## src/design/usb_attach_defs.vh

```
// Constants for the attach and pull resistor sequencer
`ifndef USB_ATTACH_DEFS_VH
`define USB_ATTACH_DEFS_VH

// ****************************************
// Timebase
// ****************************************
`define CLK_PERIOD_NS 50

// ****************************************
// Nominal delays and derived cycle counts
// ****************************************
`define ATTACH_DEBOUNCE_NS 200
`define ATTACH_DEBOUNCE_CYC ((`ATTACH_DEBOUNCE_NS + `CLK_PERIOD_NS - 1) / `CLK_PERIOD_NS)
`define LONG_SE0_NS 1000
`define LONG_SE0_CYC ((`LONG_SE0_NS + `CLK_PERIOD_NS - 1) / `CLK_PERIOD_NS)
`define DRIVE_DELAY_NS 40
`define DRIVE_DELAY_CYC (((`DRIVE_DELAY_NS / `CLK_PERIOD_NS) > 0) ? (`DRIVE_DELAY_NS / `CLK_PERIOD_NS) : 1)
`define DOWN_LOW_NS 40
`define DOWN_LOW_CYC (((`DOWN_LOW_NS / `CLK_PERIOD_NS) > 0) ? (`DOWN_LOW_NS / `CLK_PERIOD_NS) : 1)
`define HOLD_NS 100
`define HOLD_CYC ((`HOLD_NS + `CLK_PERIOD_NS - 1) / `CLK_PERIOD_NS)

// ****************************************
// Strap codes
// ****************************************
`define STRAP_CONVERTER 3'h7
`define STRAP_SECTION7 3'h6
`define STRAP_UNUSED 3'h4

// ****************************************
// Register map
// ****************************************
`define REG_CTRL 4'h0
`define REG_STATUS 4'h4
`define REG_STATE 4'h8
`define CTRL_ENABLE_BIT 0
`define CTRL_TOKEN_BIT 1
`define CTRL_RESET 8'h03

`endif

```

## src/design/usb_attach_pullup_sequencer.v

```verilog
// Attach, bus reset and pull resistor sequencing for the bridge transceiver
//
// Added by the designer: the plain strobed port and the address map.
`timescale 1ns/100ps
`include "usb_attach_defs.vh"

module usb_attach_pullup_sequencer (
   input wire sys_clk, // 20 MHz timebase
   input wire reset_n, // Asynchronous reset, active low
   input wire [3:0] reg_addr, // Register byte address
   input wire [7:0] reg_wdata, // Register write data
   input wire reg_write, // Write strobe
   input wire reg_read, // Read strobe
   output reg [7:0] reg_rdata, // Read data, cycle after strobe
   input wire [2:0] mode_strap, // Configuration straps
   input wire up_dplus, // Upstream D+ level
   input wire up_dminus, // Upstream D- level
   input wire down_dplus, // Downstream D+ level
   output reg section7_pullup_switch, // Section-7 pull-up connected
   output reg section7_pullup_weak, // Section-7 pull-up at 2.2k, else 1.2k
   output reg icusb_pullup_switch, // IC_USB host pull-up connected
   output reg icusb_pullup_strong, // IC_USB pull-up at 2k, else 50k
   output reg [1:0] host_side_pulldown, // Host-side pull-downs, bit0 D+, bit1 D-
   output reg [1:0] downstream_facing_pulldown, // Downstream pull-downs, bit0 D+, bit1 D-
   output reg down_dplus_out, // Downstream D+ drive level
   output reg down_dplus_oe, // Downstream D+ drive enable
   output reg attach_confirmed // Peripheral attach forwarded upstream
);

// ****************************************
// States and timing
// ****************************************
localparam [4:0] ST_IDLE = 5'b00001;
localparam [4:0] ST_DEBOUNCE = 5'b00010;
localparam [4:0] ST_ATTACHED = 5'b00100;
localparam [4:0] ST_BUS_RESET = 5'b01000;
localparam [4:0] ST_RECOVER = 5'b10000;

// Whole-number counts, cut to the counter width
localparam integer DEBOUNCE_NUM = `ATTACH_DEBOUNCE_CYC;
localparam integer LONG_SE0_NUM = `LONG_SE0_CYC;
localparam integer DRIVE_DELAY_NUM = `DRIVE_DELAY_CYC;
localparam integer HOLD_NUM = `HOLD_CYC;
localparam [4:0] DEBOUNCE_CYC = DEBOUNCE_NUM[4:0];
localparam [4:0] LONG_SE0_CYC = LONG_SE0_NUM[4:0];
localparam [4:0] DRIVE_DELAY_CYC = DRIVE_DELAY_NUM[4:0];
localparam [4:0] HOLD_CYC = HOLD_NUM[4:0];

// ****************************************
// Declarations
// ****************************************
wire [5:0] pins_level;
wire [2:0] strap;
wire up_dp;
wire up_dm;
wire down_dp;
wire se0;
wire converter_mode;
wire section7_mode;
wire token_mode;
wire seq_active;

reg [7:0] ctrl;
reg [4:0] state;
reg [4:0] cnt;
reg [4:0] up_cnt;
reg [4:0] down_cnt;
reg up_seen;
reg up_done;
reg down_done;
reg long_se0;

reg [4:0] next_state;
reg [4:0] next_cnt;
reg [4:0] next_up_cnt;
reg [4:0] next_down_cnt;
reg next_up_seen;
reg next_up_done;
reg next_down_done;
reg next_long_se0;
reg next_s7_sw;
reg next_s7_weak;
reg next_ic_sw;
reg next_ic_strong;
reg [1:0] next_host_pd;
reg [1:0] next_down_pd;
reg next_dp_out;
reg next_dp_oe;
reg next_attach;

// ****************************************
// Pin synchronisers
// ****************************************
pin_filter #(
   .WIDTH(6)
) u_pin_filter (
   .sys_clk(sys_clk),
   .reset_n(reset_n),
   .pin_in({mode_strap, down_dplus, up_dminus, up_dplus}),
   .level_out(pins_level)
);

assign up_dp = pins_level[0];
assign up_dm = pins_level[1];
assign down_dp = pins_level[2];
assign strap = pins_level[5:3];
assign se0 = !up_dp && !up_dm;

// ****************************************
// Mode decode
// ****************************************
// Digital upstream codes and the unused code leave the sequencer idle
assign converter_mode = (strap == `STRAP_CONVERTER);
assign section7_mode = (strap == `STRAP_SECTION7);
assign token_mode = section7_mode && ctrl[`CTRL_TOKEN_BIT];
assign seq_active = ctrl[`CTRL_ENABLE_BIT] && (converter_mode || section7_mode);

// ****************************************
// Register port
// ****************************************
always @(posedge sys_clk or negedge reset_n) begin
   if (!reset_n) begin
      ctrl <= `CTRL_RESET;
      reg_rdata <= 8'h00;
   end else begin
      if (reg_write && (reg_addr == `REG_CTRL)) begin
         ctrl <= {6'h00, reg_wdata[1:0]};
      end
      if (reg_read) begin
         case (reg_addr)
            `REG_CTRL: reg_rdata <= ctrl;
            `REG_STATUS: reg_rdata <= {2'h0, strap, long_se0, down_dplus_oe, attach_confirmed};
            `REG_STATE: reg_rdata <= {3'h0, state};
            default: reg_rdata <= 8'h00;
         endcase
      end else begin
         reg_rdata <= 8'h00;
      end
   end
end

// ****************************************
// Sequencer next state
// ****************************************
always @* begin
   next_state = state;
   next_cnt = cnt;
   next_up_cnt = up_cnt;
   next_down_cnt = down_cnt;
   next_up_seen = up_seen;
   next_up_done = up_done;
   next_down_done = down_done;
   next_long_se0 = long_se0;
   next_s7_sw = section7_pullup_switch;
   next_s7_weak = section7_pullup_weak;
   next_ic_sw = icusb_pullup_switch;
   next_ic_strong = icusb_pullup_strong;
   next_host_pd = host_side_pulldown;
   next_down_pd = downstream_facing_pulldown;
   next_dp_out = down_dplus_out;
   next_dp_oe = down_dplus_oe;
   next_attach = attach_confirmed;
   // No upstream drive exists here, so no wake-up can originate
   if (!seq_active) begin
      next_state = ST_IDLE;
      next_cnt = 5'h00;
      next_long_se0 = 1'b0;
      next_s7_sw = 1'b0;
      next_s7_weak = 1'b0;
      next_ic_sw = 1'b0;
      next_ic_strong = 1'b0;
      next_host_pd = 2'b00;
      next_down_pd = 2'b00;
      next_dp_out = 1'b0;
      next_dp_oe = 1'b0;
      next_attach = 1'b0;
   end else begin
      case (state)
         ST_IDLE: begin
            // Pre-attach resistor set for the active mode
            next_s7_sw = 1'b0;
            next_s7_weak = 1'b0;
            next_ic_sw = 1'b0;
            next_ic_strong = 1'b0;
            next_host_pd = 2'b11;
            next_down_pd = converter_mode ? 2'b11 : 2'b00;
            next_dp_out = 1'b0;
            next_dp_oe = 1'b0;
            next_attach = 1'b0;
            next_long_se0 = 1'b0;
            next_cnt = 5'h00;
            next_up_seen = 1'b0;
            if (down_dp) begin
               next_state = ST_DEBOUNCE;
            end
         end
         ST_DEBOUNCE: begin
            if (!down_dp) begin
               next_state = ST_IDLE;
               next_cnt = 5'h00;
            end else if (cnt == DEBOUNCE_CYC) begin
               next_state = ST_ATTACHED;
               next_attach = 1'b1;
               next_cnt = 5'h00;
               if (converter_mode) begin
                  next_ic_sw = 1'b1;
                  next_ic_strong = 1'b1;
                  next_host_pd = {host_side_pulldown[1], 1'b0};
               end else begin
                  next_s7_sw = 1'b1;
                  next_s7_weak = 1'b0;
               end
            end else begin
               next_cnt = cnt + 5'h01;
            end
         end
         ST_ATTACHED: begin
            next_dp_oe = 1'b0;
            // Line still rising after connect is not a reset
            next_up_seen = up_seen || up_dp;
            if (se0 && up_seen) begin
               next_state = ST_BUS_RESET;
               next_cnt = 5'h00;
               next_dp_out = 1'b0;
               next_dp_oe = 1'b1;
               if (token_mode) begin
                  next_s7_weak = 1'b1;
               end else if (converter_mode) begin
                  next_ic_strong = 1'b1;
               end
            end else if (!down_dp) begin
               next_state = ST_IDLE;
            end
         end
         ST_BUS_RESET: begin
            next_dp_out = 1'b0;
            next_dp_oe = 1'b1;
            if (!se0) begin
               next_state = ST_RECOVER;
               next_up_seen = 1'b0;
               next_up_done = 1'b0;
               next_down_done = 1'b0;
               next_up_cnt = 5'h00;
               next_down_cnt = 5'h00;
               // Converter pull-up is still the strong 2k one here
               if (converter_mode) begin
                  next_ic_sw = 1'b1;
                  next_ic_strong = 1'b1;
               end
            end else if (cnt == LONG_SE0_CYC) begin
               next_long_se0 = 1'b1;
               next_host_pd = 2'b00;
            end else begin
               next_cnt = cnt + 5'h01;
            end
         end
         ST_RECOVER: begin
            if (se0 && !up_seen) begin
               // Host re-entered SE0 before the line rose
               next_state = ST_BUS_RESET;
            end else begin
               if (!up_seen) begin
                  if (up_dp) begin
                     next_up_seen = 1'b1;
                     next_up_cnt = 5'h00;
                  end
               end else if (up_cnt != 5'h1F) begin
                  next_up_cnt = up_cnt + 5'h01;
               end
               // Reset pull-up (IC_USB strong, Section-7 token weak) until upstream high plus hold time
               if (up_seen && !up_done && (up_cnt == HOLD_CYC)) begin
                  next_up_done = 1'b1;
                  next_ic_strong = 1'b0;
                  next_s7_weak = 1'b0;
               end
               // Boost downstream D+ once the drive delay has passed
               if (up_seen && !down_done && (up_cnt >= DRIVE_DELAY_CYC)) begin
                  next_dp_out = 1'b1;
                  next_dp_oe = 1'b1;
                  if (down_dp) begin
                     if (down_cnt == HOLD_CYC) begin
                        next_down_done = 1'b1;
                        next_dp_out = 1'b0;
                        next_dp_oe = 1'b0;
                     end else begin
                        next_down_cnt = down_cnt + 5'h01;
                     end
                  end
               end else if (!up_seen) begin
                  next_dp_out = 1'b0;
                  next_dp_oe = 1'b1;
               end
               if (up_done && down_done) begin
                  next_state = ST_ATTACHED;
                  next_dp_oe = 1'b0;
               end
            end
         end
         default: begin
            next_state = ST_IDLE;
            next_cnt = 5'h00;
         end
      endcase
   end
end

// ****************************************
// Sequencer registers
// ****************************************
always @(posedge sys_clk or negedge reset_n) begin
   if (!reset_n) begin
      state <= ST_IDLE;
      cnt <= 5'h00;
      up_cnt <= 5'h00;
      down_cnt <= 5'h00;
      up_seen <= 1'b0;
      up_done <= 1'b0;
      down_done <= 1'b0;
      long_se0 <= 1'b0;
      section7_pullup_switch <= 1'b0;
      section7_pullup_weak <= 1'b0;
      icusb_pullup_switch <= 1'b0;
      icusb_pullup_strong <= 1'b0;
      host_side_pulldown <= 2'b00;
      downstream_facing_pulldown <= 2'b00;
      down_dplus_out <= 1'b0;
      down_dplus_oe <= 1'b0;
      attach_confirmed <= 1'b0;
   end else begin
      state <= next_state;
      cnt <= next_cnt;
      up_cnt <= next_up_cnt;
      down_cnt <= next_down_cnt;
      up_seen <= next_up_seen;
      up_done <= next_up_done;
      down_done <= next_down_done;
      long_se0 <= next_long_se0;
      section7_pullup_switch <= next_s7_sw;
      section7_pullup_weak <= next_s7_weak;
      icusb_pullup_switch <= next_ic_sw;
      icusb_pullup_strong <= next_ic_strong;
      host_side_pulldown <= next_host_pd;
      downstream_facing_pulldown <= next_down_pd;
      down_dplus_out <= next_dp_out;
      down_dplus_oe <= next_dp_oe;
      attach_confirmed <= next_attach;
   end
end

endmodule // usb_attach_pullup_sequencer

```

## src/design/pin_filter.v

```verilog
// Three-stage pin synchroniser that passes a level once two stages agree
`timescale 1ns/100ps
module pin_filter #(
   parameter WIDTH = 1
) (
   input wire sys_clk, // Timebase clock
   input wire reset_n, // Asynchronous reset, active low
   input wire [WIDTH-1:0] pin_in, // Raw pin levels
   output reg [WIDTH-1:0] level_out // Filtered levels
);

reg [WIDTH-1:0] stage1;
reg [WIDTH-1:0] stage2;
reg [WIDTH-1:0] stage3;

genvar i;
generate
   for (i = 0; i < WIDTH; i = i + 1) begin : g_bit
      always @(posedge sys_clk or negedge reset_n) begin
         if (!reset_n) begin
            stage1[i] <= 1'b0;
            stage2[i] <= 1'b0;
            stage3[i] <= 1'b0;
            level_out[i] <= 1'b0;
         end else begin
            stage1[i] <= pin_in[i];
            stage2[i] <= stage1[i];
            stage3[i] <= stage2[i];
            // Take the level only once the later two stages agree
            if (stage2[i] == stage3[i]) begin
               level_out[i] <= stage3[i];
            end
         end
      end
   end
endgenerate

endmodule // pin_filter

```

## config.mk

```make
export PLATFORM = sky130hd
export DESIGN_NAME = usb_attach_pullup_sequencer
export DESIGN_NICKNAME = d
export VERILOG_FILES = /design/src/design/usb_attach_pullup_sequencer.v /design/src/design/pin_filter.v
export VERILOG_INCLUDE_DIRS = /design/src /design/src/design
export SDC_FILE = /design/constraint.sdc
export NUM_CORES = 1
export LEC_CHECK = 0
export ABC_AREA = 1
export BUFFER_PORTS_ARGS = -buffer_cell sky130_fd_sc_hd__buf_2
export CAP_MARGIN = 25
export CORE_ASPECT_RATIO = 0.7
export CORE_MARGIN = 4
export CORE_UTILIZATION = 52
export DETAILED_ROUTE_END_ITERATION = 6
export PLACE_DENSITY = 0.83
export RECOVER_POWER = 100
export SETUP_SLACK_MARGIN = 0.1
export SLEW_MARGIN = 40
export SYNTH_ARGS = -nofsm -noshare
export SYNTH_HDL_FRONTEND = slang
export SYNTH_SLANG_ARGS = --single-unit
```

## constraint.sdc

```tcl
create_clock -name sys_clk -period 1.55 [get_ports sys_clk]
set_input_delay 0.155 -clock sys_clk [delete_from_list [all_inputs] [get_ports sys_clk]]
set_output_delay 0.155 -clock sys_clk [all_outputs]
set_load 0.02 [all_outputs]
```

* Word-level counts from Yosys, hierarchy flattened *
Index checks and enable logic that the tools add are counted.

word-level totals
  bits in registers = 69
  bits of input ports = 22
  output and inout bits = 19
  logic and storage cells = 249

operators by class
  add/sub/neg operators = 3
  order comparisons = 1
  eq/ne operators = 58
  multiplexer cells = 104
  reductions and logical operators = 39

operators with widths
  kind                                                                    count
  5-bit 2-to-1 mux                                                        24
  1-bit 2-to-1 mux                                                        56
  3-bit != test (second input constant)                                   13
  5-bit one-hot mux with 5 select lines                                   1
  4-bit AND reduction                                                     6
  5-bit one-hot mux with 2 select lines                                   2
  5-bit one-hot mux with 4 select lines                                   1
  6-bit one-hot mux with 3 select lines                                   1
  2-bit != test (second input constant)                                   8
  4-bit != test (second input constant)                                   4
  8-bit AND reduction                                                     2
  5-bit by 1-bit adder with 5-bit output (second input constant)          3
  5-bit by 2-bit equality test with 1-bit output (second input constant)  3
  7-bit AND reduction                                                     2
  2-bit 2-to-1 mux                                                        6
  1-bit one-hot mux with 4 select lines                                   3
  6-bit AND reduction                                                     2
  1-bit logical AND                                                       11
  5-bit by 3-bit equality test with 1-bit output (second input constant)  2
  5-bit equality test (second input constant)                             2
  5-bit by 1-bit != test with 1-bit output (second input constant)        2
  5-bit != test (second input constant)                                   2
  1-bit one-hot mux with 2 select lines                                   5
  5-bit AND reduction                                                     2
  other kinds (24)                                                        42

* Logic depth before layout (Yosys ltp) *
  depth after elaboration = 8
  mapped depth = 11
  depth with buffers taken out = 11

* Hierarchy *
A second synthesis with hierarchy kept.

unflattened totals
  cells, all modules = 475
  area total of the unflattened synthesis = 3,648.5 sq um

modules (own cells, without submodules)
  module                       times used  cells an instance  area each (sq um)  seq. area each (sq um)
  usb_attach_pullup_sequencer  1           427                2,950.3            1,054.8
  pin_filter                   1           48                 698.2              600.6

* Worst setup path after synthesis *
Ideal clock, no wire load.

  kind = register to register
  start point = register ctrl[0]
  end point = register section7_pullup_switch
  data arrival time = 1.402 ns
  setup slack = 0.029 ns
  cell stages (with the launch flop) = 10
  period minus slack after synthesis = 1.521 ns
  cells stage by stage = dfstp_2 > inv_1 > nor2_4 > inv_2 > buf_6 > nor2_4 > nand2_1 > o21ai_2 > nor2_1 > o21a_1

on the way
  word-level cells in the longest chain between the ends = 3

RTL lines
  item                                                                              line                               text
  start: declaration                                                                usb_attach_pullup_sequencer.v:63   reg [7:0] ctrl;
  start signal: assignment                                                          usb_attach_pullup_sequencer.v:123  ctrl <= `CTRL_RESET;
  start signal: assignment                                                          usb_attach_pullup_sequencer.v:127  ctrl <= {6'h00, reg_wdata[1:0]};
  1-bit logical AND *                                                               usb_attach_pullup_sequencer.v:116  assign seq_active = ctrl[`CTRL_ENABLE_BIT] && (converter_mode || section7_mode);
  3-bit by 2-bit != test with 1-bit output (no line), or another cell as far along  -
  4-bit AND reduction (no line)                                                     -
  end signal: assignment                                                            usb_attach_pullup_sequencer.v:338  section7_pullup_switch <= next_s7_sw;
  end: declaration                                                                  usb_attach_pullup_sequencer.v:19   output reg section7_pullup_switch,

Mark *: on every way between the ends. The rest lies on a longest branch, timed or not.
A chain may end at the register's enable or synchronous reset.

* Final worst setup path *
  start point = register state[0]
  end point = register state[0]

on the way
  word-level cells in the longest chain between the ends = 3

RTL lines
  item                                                               line                               text
  start: declaration                                                 usb_attach_pullup_sequencer.v:64   reg [4:0] state;
  start signal: assignment                                           usb_attach_pullup_sequencer.v:330  state <= next_state;
  5-bit equality test, or another cell as far along                  usb_attach_pullup_sequencer.v:178  case (state)
  4-bit != test (no line), or another cell as far along              -
  5-bit AND reduction (no line) or 5-bit 2-to-1 mux (tied branches)  -

Parallel ways exist; a longest one is shown, timed or not.

==> results by group <==
Status
  • Status: complete, but fails checks
  • Failing checks: negative setup slack

Final layout
  • Share of layout cells above drive strength 1: 36.5%
  • Nets@finish: 556
  • N_diodes: 0
  • Fin area: 4730 um^2
  • Area growth from synthesis to layout: 38.5%
  • End-of-flow core utilization: 75.0%

Clock network
  • H-tree lvl count: 3
  • Number of buffers created by CTS: 9
  • Worst-path clk slew: 0.08 ns
  • CTS tree: yes
  • Num Clock Sinks: 66
  • Clock latency at the later pin of the worst-skew pair: 0.36 ns
  • Clock root cell: clkbuf_8
  • Clock buffer depth: 2

Synthesis
  • Most common flop cell mapped by yosys: dfrtp_1
  • Yosys synthesis warning count: 0
  • Post-synthesis simple-gate area fraction: 32.3%
  • FF+latch count, synth: 66
  • Largest family of logic cells by synthesized area: simple AND/OR/NAND/NOR gates
  • Mean Syn Cell Area: 8.37 um^2
  • Cells after synthesis: 408
  • Xor-xnor portion of the synthesized cell area: 1.80%
  • Multiplexer share of the synthesized area: 0.330%
  • Post-synthesis sequential area ratio: 48.5%
  • Post-synthesis adder-cell area fraction: 4.69%
  • Post-synth EDFFs: 0
  • Complex-gate fraction of the synthesized area: 6.12%
  • Synth cell types: 36
  • Fraction of registers with async set/reset: 100%
  • Mapped cell area: 3410 um^2

Floorplanning
  • Total core area: 6310 um^2
  • Row Count: 24
  • Die area: 7950 um^2
  • Die width: 105 um
  • # IOs: 41
  • Initial Util: 54.1%
  • Die height: 75.8 um

Placement
  • Dpl cell area: 4040 um^2
  • IO buf count: 32
  • Dpl ws: -0.104 ns
  • Gpl congestion: 0.940
  • Hpwl dp: 6.75 mm

Worst setup path
  • Critical Path Fanout Max: 5
  • Crit path arrival time: 1.97 ns
  • Max stage delay on crit path: 0.41 ns
  • R2r setup slk: -0.12 ns
  • Setup CP Type: reg2reg
  • WP data required: 1.85 ns
  • CP startpoint kind: register
  • Crit-path slowest cell: dfstp_2
  • Worst setup EP type: register
  • CP Cell Sequence: nor2_4 > buf_4 > nand3_2 > buf_4 > o21ai_0 > a21oi_1 > nand2_1 > nand3_1 > nand2_1

Timing
  • Tightest Pin Transition: 1.05 ns
  • Hold_ws: 0.0290 ns
  • Final min period: 1.67 ns
  • Final Max Tran Viols: 0
  • Final setup viols: 30
  • Maximum clock frequency: 0.599 GHz
  • Fin crit share: 108%
  • Skew final: 0.00678 ns
  • Setup TNS: -2.28 ns
  • Hold Vio Cnt, Final: 0
  • RSZ-0062 raised after global routing: yes
  • Final worst slack: -0.121 ns
  • Rel. slew slack: 30.3%

Route
  • WL/cell: 16.5 um
  • Final wirelength: 10.1 mm
  • Final antenna-violating net count: 0
  • Vias per cell: 5.48
  • Via count: 3340
  • TritonRoute pass-1 iters: 5
  • Initial detailed-routing violation count: 244
  • # DRC: 0

GRT
  • Initial antenna violation count: 0
  • GR Util All Layers: 25.9%
  • Total gr overflow: 0
  • First-pass GRT wire length: 15.7 mm
  • Vias in the first global route: 3270
  • Largest net degree at the start of global routing: 49

Pwr
  • PD cells: 895 nW/um^2
  • Static Leak: 2.38 nW
  • Peak VDD IR: 0.000931 V

Min path
  • Worst Hold Class: in2reg

Job
  • Max Cap Viol: 0
==> worst paths after layout <==
check | startpoint | to | depth (start not counted)
max | state[0] | state[0] | 9
min | reg_read | reg_rdata[1] | 3
max reg2reg | state[0] | state[0] | 9
min reg2reg | u_pin_filter.stage1[5] | u_pin_filter.stage2[5] | 0
max in group asynchronous | reset_n | state[3] | 3
min in group asynchronous | reset_n | reg_rdata[2] | 3
==> critical path, delay by kind of cell (launching register included) <==
family	cells	cell delay [ns]
simple gates	5	0.54
flops	1	0.41
buf+inv	2	0.33
compound gates	2	0.33
==> power breakdown <==
| group | leakage [nW] | total (mW) | switching, mW | internal (mW) |
|---|---|---|---|---|
| sequential | 0.852 | 1.87 | 0.0567 | 1.81 |
| combinational | 1.41 | 0.670 | 0.401 | 0.269 |
| clock | 0.117 | 1.70 | 0.761 | 0.936 |
==> through the flow <==
step | power [mW] | cells
after floorplan | 2.17 | 409
after global placement | 2.41 | 564
after detailed placement | 2.43 | 564
after CTS | 4.21 | 601
after global routing | 4.42 | 609
final | 4.23 | 609
==> per-layer routing <==
metal  routed length (um)  vias to the layer above  part of all wire (%)  track usage, %
li1                     -                     1556                     -               -
met1                 4170                     1593                    41            32.6
met2                 4830                      152                    48            42.7
met3                  792                       39                   7.9            8.38
met4                  276                        0                   2.7            10.0
met5                    0                        -                     0               0
==> cell usage after synthesis (3+ instances only) <==
cell type,count,area share [%]
xor2_1,5,1.3
nand3_2,3,0.88
dfstp_2,3,2.3
o21ai_1,6,0.88
nor2_1,48,5.3
nor2_4,7,2.3
nor3_1,5,0.73
buf_4,4,0.88
nand4_1,8,1.5
nor2_2,5,0.92
inv_1,35,3.8
nand2_1,106,12
dfrtp_1,63,46
nand3_1,35,5.1
ha_1,8,2.9
inv_2,7,0.77
maj3_1,6,1.8
o21ai_0,18,2.6
nand2_2,5,0.92
a21oi_1,10,1.5
or2_2,3,0.55
==> flip-flops by register name, indices dropped and copies added, names as in the netlist, 2 cells and up <==
register	flops
cnt	5
ctrl	2
down_cnt	5
host_side_pulldown	2
reg_rdata	6
state	5
u_pin_filter.level_out	6
u_pin_filter.stage1	6
u_pin_filter.stage2	6
u_pin_filter.stage3	6
up_cnt	5
==> cells by family (layout without fill, tap and decap cells) <==
logic type	Yosys count	in the layout
AO/OA/AOI/OAI	39	39
XOR/XNOR	7	7
flip-flops	66	66
adder cells (fa/ha/maj)	14	14
buffers and inverters	48	170
AND/OR/NAND/NOR	232	232
other	1	2
multiplexers	1	1
==> cell type report <==
type                    instances  area, um^2
multi-input cells             295        1790
flip-flops and latches         66        1660
fillers                       422        1580
repair buffers                112         786
inverters                      42         170
clock buffers                   9         124
clock inverters                 7         106
well taps                      78        97.6
==> layout by cell type (no fill, tap or decap), types with 7 or more instances in the layout <==
master	instances
o21ai_0	8
nand2_1	89
buf_4	58
nor2_4	14
nand4_1	8
o21ai_1	12
nand3_1	30
nand3_2	7
nand2_2	17
inv_2	7
clkbuf_8	9
nor2_2	13
inv_1	30
nor2_1	33
dlygate4sd3_1	7
buf_2	15
clkbuf_1	22
dfrtp_1	62
==> timing repair <==
| item | 4_1_cts | 5_1_grt |
|---|---|---|
| buffers inserted | 14 | 10 |
| gates resized for setup | 43 | 46 |
| hold buffers | 7 | 0 |
| pin swaps | 19 | 39 |
| setup endpoints to repair | 33 | 33 |
| cloned | 0 | 0 |
| hold endpoints to repair | 69 | 0 |
No activity file was read; power rests on OpenSTA's default activity.
